$ cat src/core/refl_amp_pkg.sv
// Package holding the register map and field layout of the reflection amplitude status bank
package refl_amp_pkg;
  // --------------------------------------------------------------------------
  // Register indices (printed offsets are not multiples of four)
  // --------------------------------------------------------------------------
  localparam logic [9:0]  IDX_C_AMP_0_1   = 10'h19F;
  localparam logic [9:0]  IDX_C_AMP_2_3   = 10'h1A0;
  localparam logic [9:0]  IDX_C4_D0_AMP   = 10'h1A1;
  localparam logic [9:0]  IDX_D_AMP_1_2   = 10'h1A2;
  localparam logic [9:0]  IDX_D_AMP_3_4   = 10'h1A3;
  localparam logic [9:0]  IDX_GEN_STATUS  = 10'h1A4;
  localparam logic [9:0]  IDX_IRQ_STATUS  = 10'h1A5;
  localparam logic [9:0]  IDX_IRQ_MASK    = 10'h1A6;
  localparam int          IDX_SHIFT       = 2;
  localparam int          ADDR_W          = 12;
  // --------------------------------------------------------------------------
  // Field layout
  // --------------------------------------------------------------------------
  localparam int          AMP_W           = 7;
  localparam int          LO_LSB          = 0;
  localparam int          HI_LSB          = 8;
  localparam int          OVF_LSB         = 4;
  localparam int          CROSS_LSB       = 8;
  localparam int          NPAIR           = 4;
  localparam int          NPEAK           = 5;
  localparam logic [15:0] REG_RESET       = 16'h0000;
  // Interrupt event bits
  localparam int          EV_DONE         = 0;
  localparam int          EV_CROSS        = 1;
  localparam int          EV_OVF          = 2;
  localparam int          EV_W            = 3;
  localparam logic [1:0]  RESP_OKAY       = 2'b00;
  localparam logic [1:0]  RESP_SLVERR     = 2'b10;
endpackage

$ cat src/core/cable_reflection_amp_status.sv
// Reflection amplitude and general status registers with AXI4-Lite slave and interrupt
//
// The implementer's own choice: the AXI4-Lite register port.
`timescale 1ns/1ps
module cable_reflection_amp_status (
  input  wire logic        ref_clk,
  input  wire logic        sys_rst,
  // Results from the diagnostic engine, valid in the cycle of measDone
  input  wire logic        measDone,
  input  wire logic [34:0] measPairCAmp,
  input  wire logic [34:0] measPairDAmp,
  input  wire logic [3:0]  measCross,
  input  wire logic [3:0]  measOverflow,
  // AXI4-Lite slave
  input  wire logic [11:0] s_axi_awaddr,
  input  wire logic        s_axi_awvalid,
  output logic             s_axi_awready,
  input  wire logic [31:0] s_axi_wdata,
  input  wire logic [3:0]  s_axi_wstrb,
  input  wire logic        s_axi_wvalid,
  output logic             s_axi_wready,
  output logic [1:0]       s_axi_bresp,
  output logic             s_axi_bvalid,
  input  wire logic        s_axi_bready,
  input  wire logic [11:0] s_axi_araddr,
  input  wire logic        s_axi_arvalid,
  output logic             s_axi_arready,
  output logic [31:0]      s_axi_rdata,
  output logic [1:0]       s_axi_rresp,
  output logic             s_axi_rvalid,
  input  wire logic        s_axi_rready,
  output logic             irq
);
  // --------------------------------------------------------------------------
  // Result storage
  // --------------------------------------------------------------------------
  logic [refl_amp_pkg::AMP_W-1:0] ampC_r [refl_amp_pkg::NPEAK];
  logic [refl_amp_pkg::AMP_W-1:0] ampD_r [refl_amp_pkg::NPEAK];
  logic [3:0]                     cross_r;
  logic [3:0]                     ovf_r;

  // Results latch only on completion; nothing else writes them
  always_ff @(posedge ref_clk or posedge sys_rst) begin
    if (sys_rst) begin
      for (int i = 0; i < refl_amp_pkg::NPEAK; i++) begin
        ampC_r[i] <= '0;
        ampD_r[i] <= '0;
      end
      cross_r <= '0;
      ovf_r   <= '0;
    end else if (measDone) begin
      for (int i = 0; i < refl_amp_pkg::NPEAK; i++) begin
        ampC_r[i] <= measPairCAmp[i*refl_amp_pkg::AMP_W +: refl_amp_pkg::AMP_W];
        ampD_r[i] <= measPairDAmp[i*refl_amp_pkg::AMP_W +: refl_amp_pkg::AMP_W];
      end
      cross_r <= measCross;
      ovf_r   <= measOverflow;
    end
  end

  // --------------------------------------------------------------------------
  // Register images
  // --------------------------------------------------------------------------
  function automatic logic [15:0] packAmp(input logic [6:0] lo, input logic [6:0] hi);
    logic [15:0] v;
    v = refl_amp_pkg::REG_RESET;
    v[refl_amp_pkg::LO_LSB +: refl_amp_pkg::AMP_W] = lo;
    v[refl_amp_pkg::HI_LSB +: refl_amp_pkg::AMP_W] = hi;
    return v;
  endfunction

  function automatic logic [9:0] wordIdx(input logic [11:0] a);
    return a[refl_amp_pkg::ADDR_W-1:refl_amp_pkg::IDX_SHIFT];
  endfunction

  wire logic [15:0] regCAmp01  = packAmp(ampC_r[0], ampC_r[1]);
  wire logic [15:0] regCAmp23  = packAmp(ampC_r[2], ampC_r[3]);
  wire logic [15:0] regC4D0Amp = packAmp(ampC_r[4], ampD_r[0]);
  wire logic [15:0] regDAmp12  = packAmp(ampD_r[1], ampD_r[2]);
  wire logic [15:0] regDAmp34  = packAmp(ampD_r[3], ampD_r[4]);
  logic [15:0] regGenStatus;
  always_comb begin
    regGenStatus = refl_amp_pkg::REG_RESET;
    regGenStatus[refl_amp_pkg::CROSS_LSB +: refl_amp_pkg::NPAIR] = cross_r;
    regGenStatus[refl_amp_pkg::OVF_LSB +: refl_amp_pkg::NPAIR]   = ovf_r;
  end

  // --------------------------------------------------------------------------
  // Interrupt status and mask
  // --------------------------------------------------------------------------
  logic [refl_amp_pkg::EV_W-1:0] irqStat_r;
  logic [refl_amp_pkg::EV_W-1:0] irqMask_r;
  logic [refl_amp_pkg::EV_W-1:0] evNow;
  logic [refl_amp_pkg::EV_W-1:0] w1cBits;
  logic                          wrStat;
  logic                          wrMask;
  always_comb begin
    evNow = '0;
    evNow[refl_amp_pkg::EV_DONE]  = measDone;
    evNow[refl_amp_pkg::EV_CROSS] = measDone & (|measCross);
    evNow[refl_amp_pkg::EV_OVF]   = measDone & (|measOverflow);
  end

  // --------------------------------------------------------------------------
  // AXI4-Lite write channel
  // --------------------------------------------------------------------------
  logic        awHeld_r;
  logic        wHeld_r;
  logic [11:0] awAddr_r;
  logic [31:0] wData_r;
  logic [3:0]  wStrb_r;
  wire logic   awTake  = s_axi_awvalid & s_axi_awready;
  wire logic   wTake   = s_axi_wvalid & s_axi_wready;
  wire logic   wrFire  = awHeld_r & wHeld_r & ~s_axi_bvalid;
  wire logic [9:0] wrIdx = wordIdx(awAddr_r);
  wire logic   wrHit   = (wrIdx >= refl_amp_pkg::IDX_C_AMP_0_1) & (wrIdx <= refl_amp_pkg::IDX_IRQ_MASK);
  assign wrStat  = wrFire & wStrb_r[0] & (wrIdx == refl_amp_pkg::IDX_IRQ_STATUS);
  assign wrMask  = wrFire & wStrb_r[0] & (wrIdx == refl_amp_pkg::IDX_IRQ_MASK);
  assign w1cBits = wrStat ? wData_r[refl_amp_pkg::EV_W-1:0] : '0;

  always_ff @(posedge ref_clk or posedge sys_rst) begin
    if (sys_rst) begin
      s_axi_awready <= 1'b0;
      s_axi_wready  <= 1'b0;
      awHeld_r      <= 1'b0;
      wHeld_r       <= 1'b0;
      awAddr_r      <= '0;
      wData_r       <= '0;
      wStrb_r       <= '0;
      s_axi_bvalid  <= 1'b0;
      s_axi_bresp   <= refl_amp_pkg::RESP_OKAY;
    end else begin
      // Each ready drops after its take so the channel holds one item until the answer
      s_axi_awready <= ~awHeld_r & ~awTake;
      s_axi_wready  <= ~wHeld_r & ~wTake;
      if (awTake) begin
        awHeld_r <= 1'b1;
        awAddr_r <= s_axi_awaddr;
      end
      if (wTake) begin
        wHeld_r <= 1'b1;
        wData_r <= s_axi_wdata;
        wStrb_r <= s_axi_wstrb;
      end
      if (wrFire) begin
        // Result registers are read-only: writes to them answer OKAY but change nothing
        s_axi_bvalid <= 1'b1;
        s_axi_bresp  <= wrHit ? refl_amp_pkg::RESP_OKAY : refl_amp_pkg::RESP_SLVERR;
        awHeld_r     <= 1'b0;
        wHeld_r      <= 1'b0;
      end else if (s_axi_bvalid & s_axi_bready) begin
        s_axi_bvalid <= 1'b0;
      end
    end
  end

  // Set wins over a write-one-to-clear in the same cycle
  always_ff @(posedge ref_clk or posedge sys_rst) begin
    if (sys_rst) begin
      irqStat_r <= '0;
      irqMask_r <= '0;
      irq       <= 1'b0;
    end else begin
      irqStat_r <= (irqStat_r & ~w1cBits) | evNow;
      if (wrMask) begin
        irqMask_r <= wData_r[refl_amp_pkg::EV_W-1:0];
      end
      // Built from next-state values so the pin never lags a clear or a mask write
      irq <= |(((irqStat_r & ~w1cBits) | evNow) & (wrMask ? wData_r[refl_amp_pkg::EV_W-1:0] : irqMask_r));
    end
  end

  // --------------------------------------------------------------------------
  // AXI4-Lite read channel
  // --------------------------------------------------------------------------
  wire logic [9:0] rdIdx = wordIdx(s_axi_araddr);
  logic [15:0] rdWord;
  logic        rdHit;
  always_comb begin
    rdHit = 1'b1;
    case (rdIdx)
      refl_amp_pkg::IDX_C_AMP_0_1:  rdWord = regCAmp01;
      refl_amp_pkg::IDX_C_AMP_2_3:  rdWord = regCAmp23;
      refl_amp_pkg::IDX_C4_D0_AMP:  rdWord = regC4D0Amp;
      refl_amp_pkg::IDX_D_AMP_1_2:  rdWord = regDAmp12;
      refl_amp_pkg::IDX_D_AMP_3_4:  rdWord = regDAmp34;
      refl_amp_pkg::IDX_GEN_STATUS: rdWord = regGenStatus;
      refl_amp_pkg::IDX_IRQ_STATUS: rdWord = {13'h0000, irqStat_r};
      refl_amp_pkg::IDX_IRQ_MASK:   rdWord = {13'h0000, irqMask_r};
      default: begin
        rdWord = 16'h0000;
        rdHit  = 1'b0;
      end
    endcase
  end

  // Reads only sample; no register changes on a read
  always_ff @(posedge ref_clk or posedge sys_rst) begin
    if (sys_rst) begin
      s_axi_arready <= 1'b0;
      s_axi_rvalid  <= 1'b0;
      s_axi_rdata   <= '0;
      s_axi_rresp   <= refl_amp_pkg::RESP_OKAY;
    end else begin
      // One read in flight: no new address while an answer stands
      s_axi_arready <= ~s_axi_rvalid & ~(s_axi_arvalid & s_axi_arready);
      if (s_axi_arvalid & s_axi_arready) begin
        s_axi_rvalid <= 1'b1;
        s_axi_rdata  <= {16'h0000, rdWord};
        s_axi_rresp  <= rdHit ? refl_amp_pkg::RESP_OKAY : refl_amp_pkg::RESP_SLVERR;
      end else if (s_axi_rvalid & s_axi_rready) begin
        s_axi_rvalid <= 1'b0;
      end
    end
  end
endmodule // cable_reflection_amp_status

$ cat config.mk
export PLATFORM = sky130hd
export DESIGN_NAME = cable_reflection_amp_status
export DESIGN_NICKNAME = d
export VERILOG_FILES = /design/src/core/refl_amp_pkg.sv /design/src/core/cable_reflection_amp_status.sv
export SDC_FILE = /design/constraint.sdc
export NUM_CORES = 1
export LEC_CHECK = 0
export BUFFER_PORTS_ARGS = -buffer_cell sky130_fd_sc_hd__buf_2
export CAP_MARGIN = 5
export CORE_ASPECT_RATIO = 0.8
export CORE_MARGIN = 2
export CORE_UTILIZATION = 54
export CTS_BUF_LIST = sky130_fd_sc_hd__clkbuf_4 sky130_fd_sc_hd__clkbuf_8 sky130_fd_sc_hd__clkbuf_16
export CTS_CLUSTER_SIZE = 25
export DETAILED_ROUTE_END_ITERATION = 6
export HOLD_SLACK_MARGIN = 0.03
export PLACE_DENSITY = 0.84
export SETUP_SLACK_MARGIN = 0.5
export SYNTH_ARGS = -nofsm -noshare
export SYNTH_HDL_FRONTEND = slang
export SYNTH_SLANG_ARGS = --single-unit
$ cat constraint.sdc
create_clock -name ref_clk -period 6.4 [get_ports ref_clk]
set_input_delay 0.32 -clock ref_clk [delete_from_list [all_inputs] [get_ports ref_clk]]
set_output_delay 0.32 -clock ref_clk [all_outputs]
set_load 0.02 [all_outputs]
* Yosys cells after proc, flatten, opt, wreduce, memory -nomap -nowiden
Cells that the tools add are included.
Word-level totals: register bits 128, output and inout port bits 42
Cells by class: order comparisons 2, equal/unequal tests 10, mux-type cells 14, bitwise logic cells 27, reductions and logical operators 8
Operator list (number):
- 15-bit one-hot mux with 8 select lines | 1
- 10-bit by 9-bit equality test with 1-bit output (second input constant) | 10
- 1-bit bitwise AND | 16
- 10-bit by 9-bit greater-or-equal comparator with 1-bit output (second input constant) | 1
- 10-bit by 9-bit less-or-equal comparator with 1-bit output (second input constant) | 1
- 1-bit two-way mux | 9
- 2-bit nonzero test | 4
- 4-bit OR reduction | 2
- 8-bit OR reduction | 1
- 1-bit NOT | 7
- 3-bit bitwise AND | 2
- 3-bit two-way mux | 2
- 2-bit two-way mux | 2
- 3-bit NOT | 1
- 3-bit bitwise OR | 1
- 3-bit OR reduction | 1

* Logic depth before layout (Yosys ltp)
depth in word-level cells 10, depth in mapped cells 7, gate-level depth less buffers 5

* Worst setup path before layout
OpenSTA, ideal clock, no wires.
path kind flip-flop to flip-flop, start reg s_axi_bvalid, end reg irq, setup time 0.126 ns, arrival 1.596 ns, setup slack 4.678 ns, stages on the path, launching flop included 6, clock period less this slack 1.722 ns, cell sequence dfrtp_1 > and4bb_1 > nand4_2 > mux2_4 > a21boi_1 > a221o_1
Between the ends: word-level cells in the longest chain between the ends 10
Ends and longest elaborated chain:
- from (decl) | line cable_reflection_amp_status.sv:23 | output logic s_axi_bvalid,
- from (signal assigned) | line cable_reflection_amp_status.sv:130 | s_axi_bvalid <= 1'b0;
- from (signal assigned) | line cable_reflection_amp_status.sv:147 | s_axi_bvalid <= 1'b1;
- from (signal assigned) | line cable_reflection_amp_status.sv:152 | s_axi_bvalid <= 1'b0;
- 1-bit NOT * | line cable_reflection_amp_status.sv:114 | wire logic wrFire = awHeld_r & wHeld_r & ~s_axi_bvalid;
- 1-bit bitwise AND * | line cable_reflection_amp_status.sv:114
- 1-bit bitwise AND * | line cable_reflection_amp_status.sv:117, cable_reflection_amp_status.sv:118
- 1-bit bitwise AND | line cable_reflection_amp_status.sv:117 | assign wrStat = wrFire & wStrb_r[0] & (wrIdx == refl_amp_pkg::IDX_IRQ_STATUS);
- 3-bit two-way mux | line cable_reflection_amp_status.sv:119 | assign w1cBits = wrStat ? wData_r[refl_amp_pkg::EV_W-1:0] : '0;
- 3-bit NOT | line cable_reflection_amp_status.sv:169 | irq <= |(((irqStat_r & ~w1cBits) | evNow) & (wrMask ? wData_r[refl_amp_pkg::EV_W-1:0] : irqMask_r));
- 3-bit bitwise AND | line cable_reflection_amp_status.sv:169
- 3-bit bitwise OR | line cable_reflection_amp_status.sv:169
- 3-bit bitwise AND * | line cable_reflection_amp_status.sv:169
- 3-bit OR reduction * | line cable_reflection_amp_status.sv:169
- to (signal assigned) | line cable_reflection_amp_status.sv:169
- to (decl) | line cable_reflection_amp_status.sv:32 | output logic irq
Mark *: on every way between the ends. The rest lies on a longest branch, timed or not. A chain may end at the register's enable or synchronous reset.

* Worst setup path in the final report
start in s_axi_araddr[2], end reg s_axi_rdata[4]
Between the ends: word-level cells in the longest chain between the ends 2
Ends and longest elaborated chain:
- from (decl) | line cable_reflection_amp_status.sv:25 | input wire logic [11:0] s_axi_araddr,
- 10-bit by 9-bit equality test with 1-bit output | line cable_reflection_amp_status.sv:181 | case (rdIdx)
- 15-bit one-hot mux with 8 select lines * | line cable_reflection_amp_status.sv:181
- to (signal assigned) | line cable_reflection_amp_status.sv:209 | s_axi_rdata <= {16'h0000, rdWord};
- to (decl) | line cable_reflection_amp_status.sv:28 | output logic [31:0] s_axi_rdata,
Marked as above.

==> metrics.cfg <==
[route]
ant_nets=0
routed_via_density=5.45
wl_per_cell_microns=18.1
routed_wirelength_mm=12.9
drtIter0Drc=229
dr.pass1.iters=4
vias=3902
drc=0

[global_route]
grt_max_degree=82
gr-total-overflow=0
antenna_found_initial=1
grt_pass1_vias=3943
grt.total_usage=0.243
grt_first_pass_wirelength_mm=20.3

[timing]
finalHoldViolCount=0
skew_ns=0.0100
clock.fmax_mhz=486
relSlewSlack=0.303
setup_tns_ns=0
rsz0062_at_grt=no
holdWs_ns=0.0337
tightest_slew_ns=1.05
drv_slew=0
min_period_ns=2.06
finalCritPeriodShare=0.321
setup_violations=0

[clock_network]
tritoncts=done
htree_levels=4
cts_hold_buf=0
ctsRootBufferMaster=clkbuf_16
clock_sinks=123
cts_inserted_buffers=17
clkTransAtPathRegs_ns=0.06
clockBufferDepth=2
cts_setup_buffers=0
post_cts_resize_count=0
clock_latency_ns=0.41

[critical_path]
cp-start-kind=input pin
worstPathMaxFanout=27
crit_slowest_cell=nor3_4
endpoint_kind=flip-flop
crit_chain=buf_2, nand3_1, nor3_4, o21ai_2, nor2_1, a221o_1
cpPeakStageDelay_ns=0.60
worstPathArrival_ns=2.40
critPathTopFamily=simple AND/OR/NAND/NOR gates
path_buf_inv=1
critical_path_class=input pin to flip-flop
cp_data_required_time_ns=6.74

[synthesis]
synthXorXnorAreaFrac=0
yosys.area_share.simple=0.0847
synth_top_flop_cell=dfrtp_1
ys_seq_area_frac=0.551
synth_top_family_by_area=multiplexers
synth_mux_area_frac=0.239
synth_compound_gate_area_share=0.0784
synth-async-reset-ratio=1.00
synthAdderAreaFrac=0
synth-seq-cells=123
synthCells=433
avgSynthCellArea_sq_um=12.9
ys_warn_count=0
syn_area_sq_mm=0.00558
synth_cell_type_count=52
synth_edf_count=0

[die]
pin_count=188
rows=33
initial_utilization=0.550
die_w_microns=118
dieArea_sq_mm=0.0112
fp.dieH_microns=94.9
design.core.area_sq_mm=0.0102

[final_layout]
final_nets=709
final_cell_mix=buf_2 (131), dfrtp_1 (123), mux2_2 (99)
layout-drive-gt1-share=0.479
fin_area_sq_mm=0.00686
fill_cells=767
regArea_sq_mm=0.00308
synthToLayoutAreaGrowth_pct=22.9
final_common_cell=buf_2
multi_input_area_sq_mm=0.00231
insertedDiodeCount=0

[placement]
place_congestion=0.842
portBuffers=132
dp.final_hpwl_mm=9.15
placed_cell_area_sq_mm=0.00625

[pwr]
powerDensity_mw_per_mm2=334
irDropWorstVdd_v=0.000235
power.leakage_nw=3.20

[outcome]
outcome=finished clean

[flow_run]
maxCapViolations=0

[worst_hold_path]
hold_path_class=input pin to async pin

==> layout make-up <==
class                   count  share of cell area
multi-input cells         285               0.337
flip-flops and latches    123               0.448
repair buffers            133              0.0977
clock inverters            11              0.0210
well taps                 140              0.0255
inverters                   3             0.00201
clock buffers              21              0.0682
==> power by group <==
group / leakage (nW) / switching [mW] / internal [mW]
sequential: 1.47 / 0.0892 / 0.895
combinational: 1.42 / 0.158 / 0.168
clock: 0.304 / 0.341 / 0.640
==> state kept, by name (all words and copies together) (netlist names) <==
register	count
s_axi_bresp	1
s_axi_wready	1
s_axi_bvalid	1
ampD_r	35
cross_r	4
awHeld_r	1
awAddr_r	10
ampC_r	35
wData_r	3
irq	1
ovf_r	4
wStrb_r	1
irqMask_r	3
s_axi_rvalid	1
wHeld_r	1
s_axi_rresp	1
s_axi_rdata	15
irqStat_r	3
s_axi_arready	1
s_axi_awready	1
==> metal layers <==
layer  up-vias  share of wire  track usage
li1       1800              -            -
met1      1924           0.43        0.313
met2       155           0.47        0.382
met3        23          0.085       0.0839
met4         0          0.019       0.0944
met5         -              0            0
==> metrics by stage <==
| step | utilization | setup WS, ns | total power, mW | cells |
|---|---|---|---|---|
| after CTS | 0.676 | 4.39 | 2.31 | 716 |
| after floorplan | - | 2.81 | 1.21 | 451 |
| after detailed placement | 0.616 | 3.98 | 1.32 | 684 |
| after global placement | 0.616 | 4.01 | 1.30 | 684 |
| final | 0.676 | 4.34 | 2.29 | 716 |
| after global routing | 0.676 | 4.16 | 2.39 | 716 |
==> cell families after synthesis <==
logic type | after synthesis
other | 1
AND/OR/NAND/NOR | 82
flip-flops | 123
multiplexers | 119
AO/OA/AOI/OAI | 65
buffers and inverters | 43
==> final timing paths <==
check | end | slack [ns] | cells past startpoint | start
worst min-delay path | irq | 0.03 | 2 | sys_rst
worst max register to register | s_axi_rdata[1] | 4.47 | 5 | s_axi_arready
min in group ref_clk | s_axi_bvalid | 0.09 | 2 | s_axi_bready
max in group asynchronous | s_axi_arready | 5.07 | 3 | sys_rst
worst min register to register | s_axi_arready | 0.44 | 1 | s_axi_rvalid
worst max-delay path | s_axi_rdata[4] | 4.34 | 6 | s_axi_araddr[2]
==> cells in the mapped netlist, types with 2 or more instances <==
cell type  count  area, sq um
a21oi_1       12         60.1
mux2i_1       18          180
and3_1         2         12.5
buf_2          4         20.0
mux2_2        99         1110
o2bb2ai_1      2         17.5
o21ai_1        2         10.0
a2bb2oi_1      4         35.0
a22oi_1        8         60.1
a22o_1         2         17.5
nor3_1         3         15.0
a221oi_1       2         17.5
buf_4         24          180
inv_1          3         11.3
nor2b_1        4         25.0
nand2_1       29          109
clkbuf_1      11         41.3
and4bb_2       2         25.0
nand3_1        5         25.0
o21ai_0       19         95.1
a222oi_1       2         20.0
a221o_1        3         30.0
nor2_1        20         75.1
and4b_1        3         30.0
dfrtp_1      123         3080
Power figures use the tool's default switching activity.
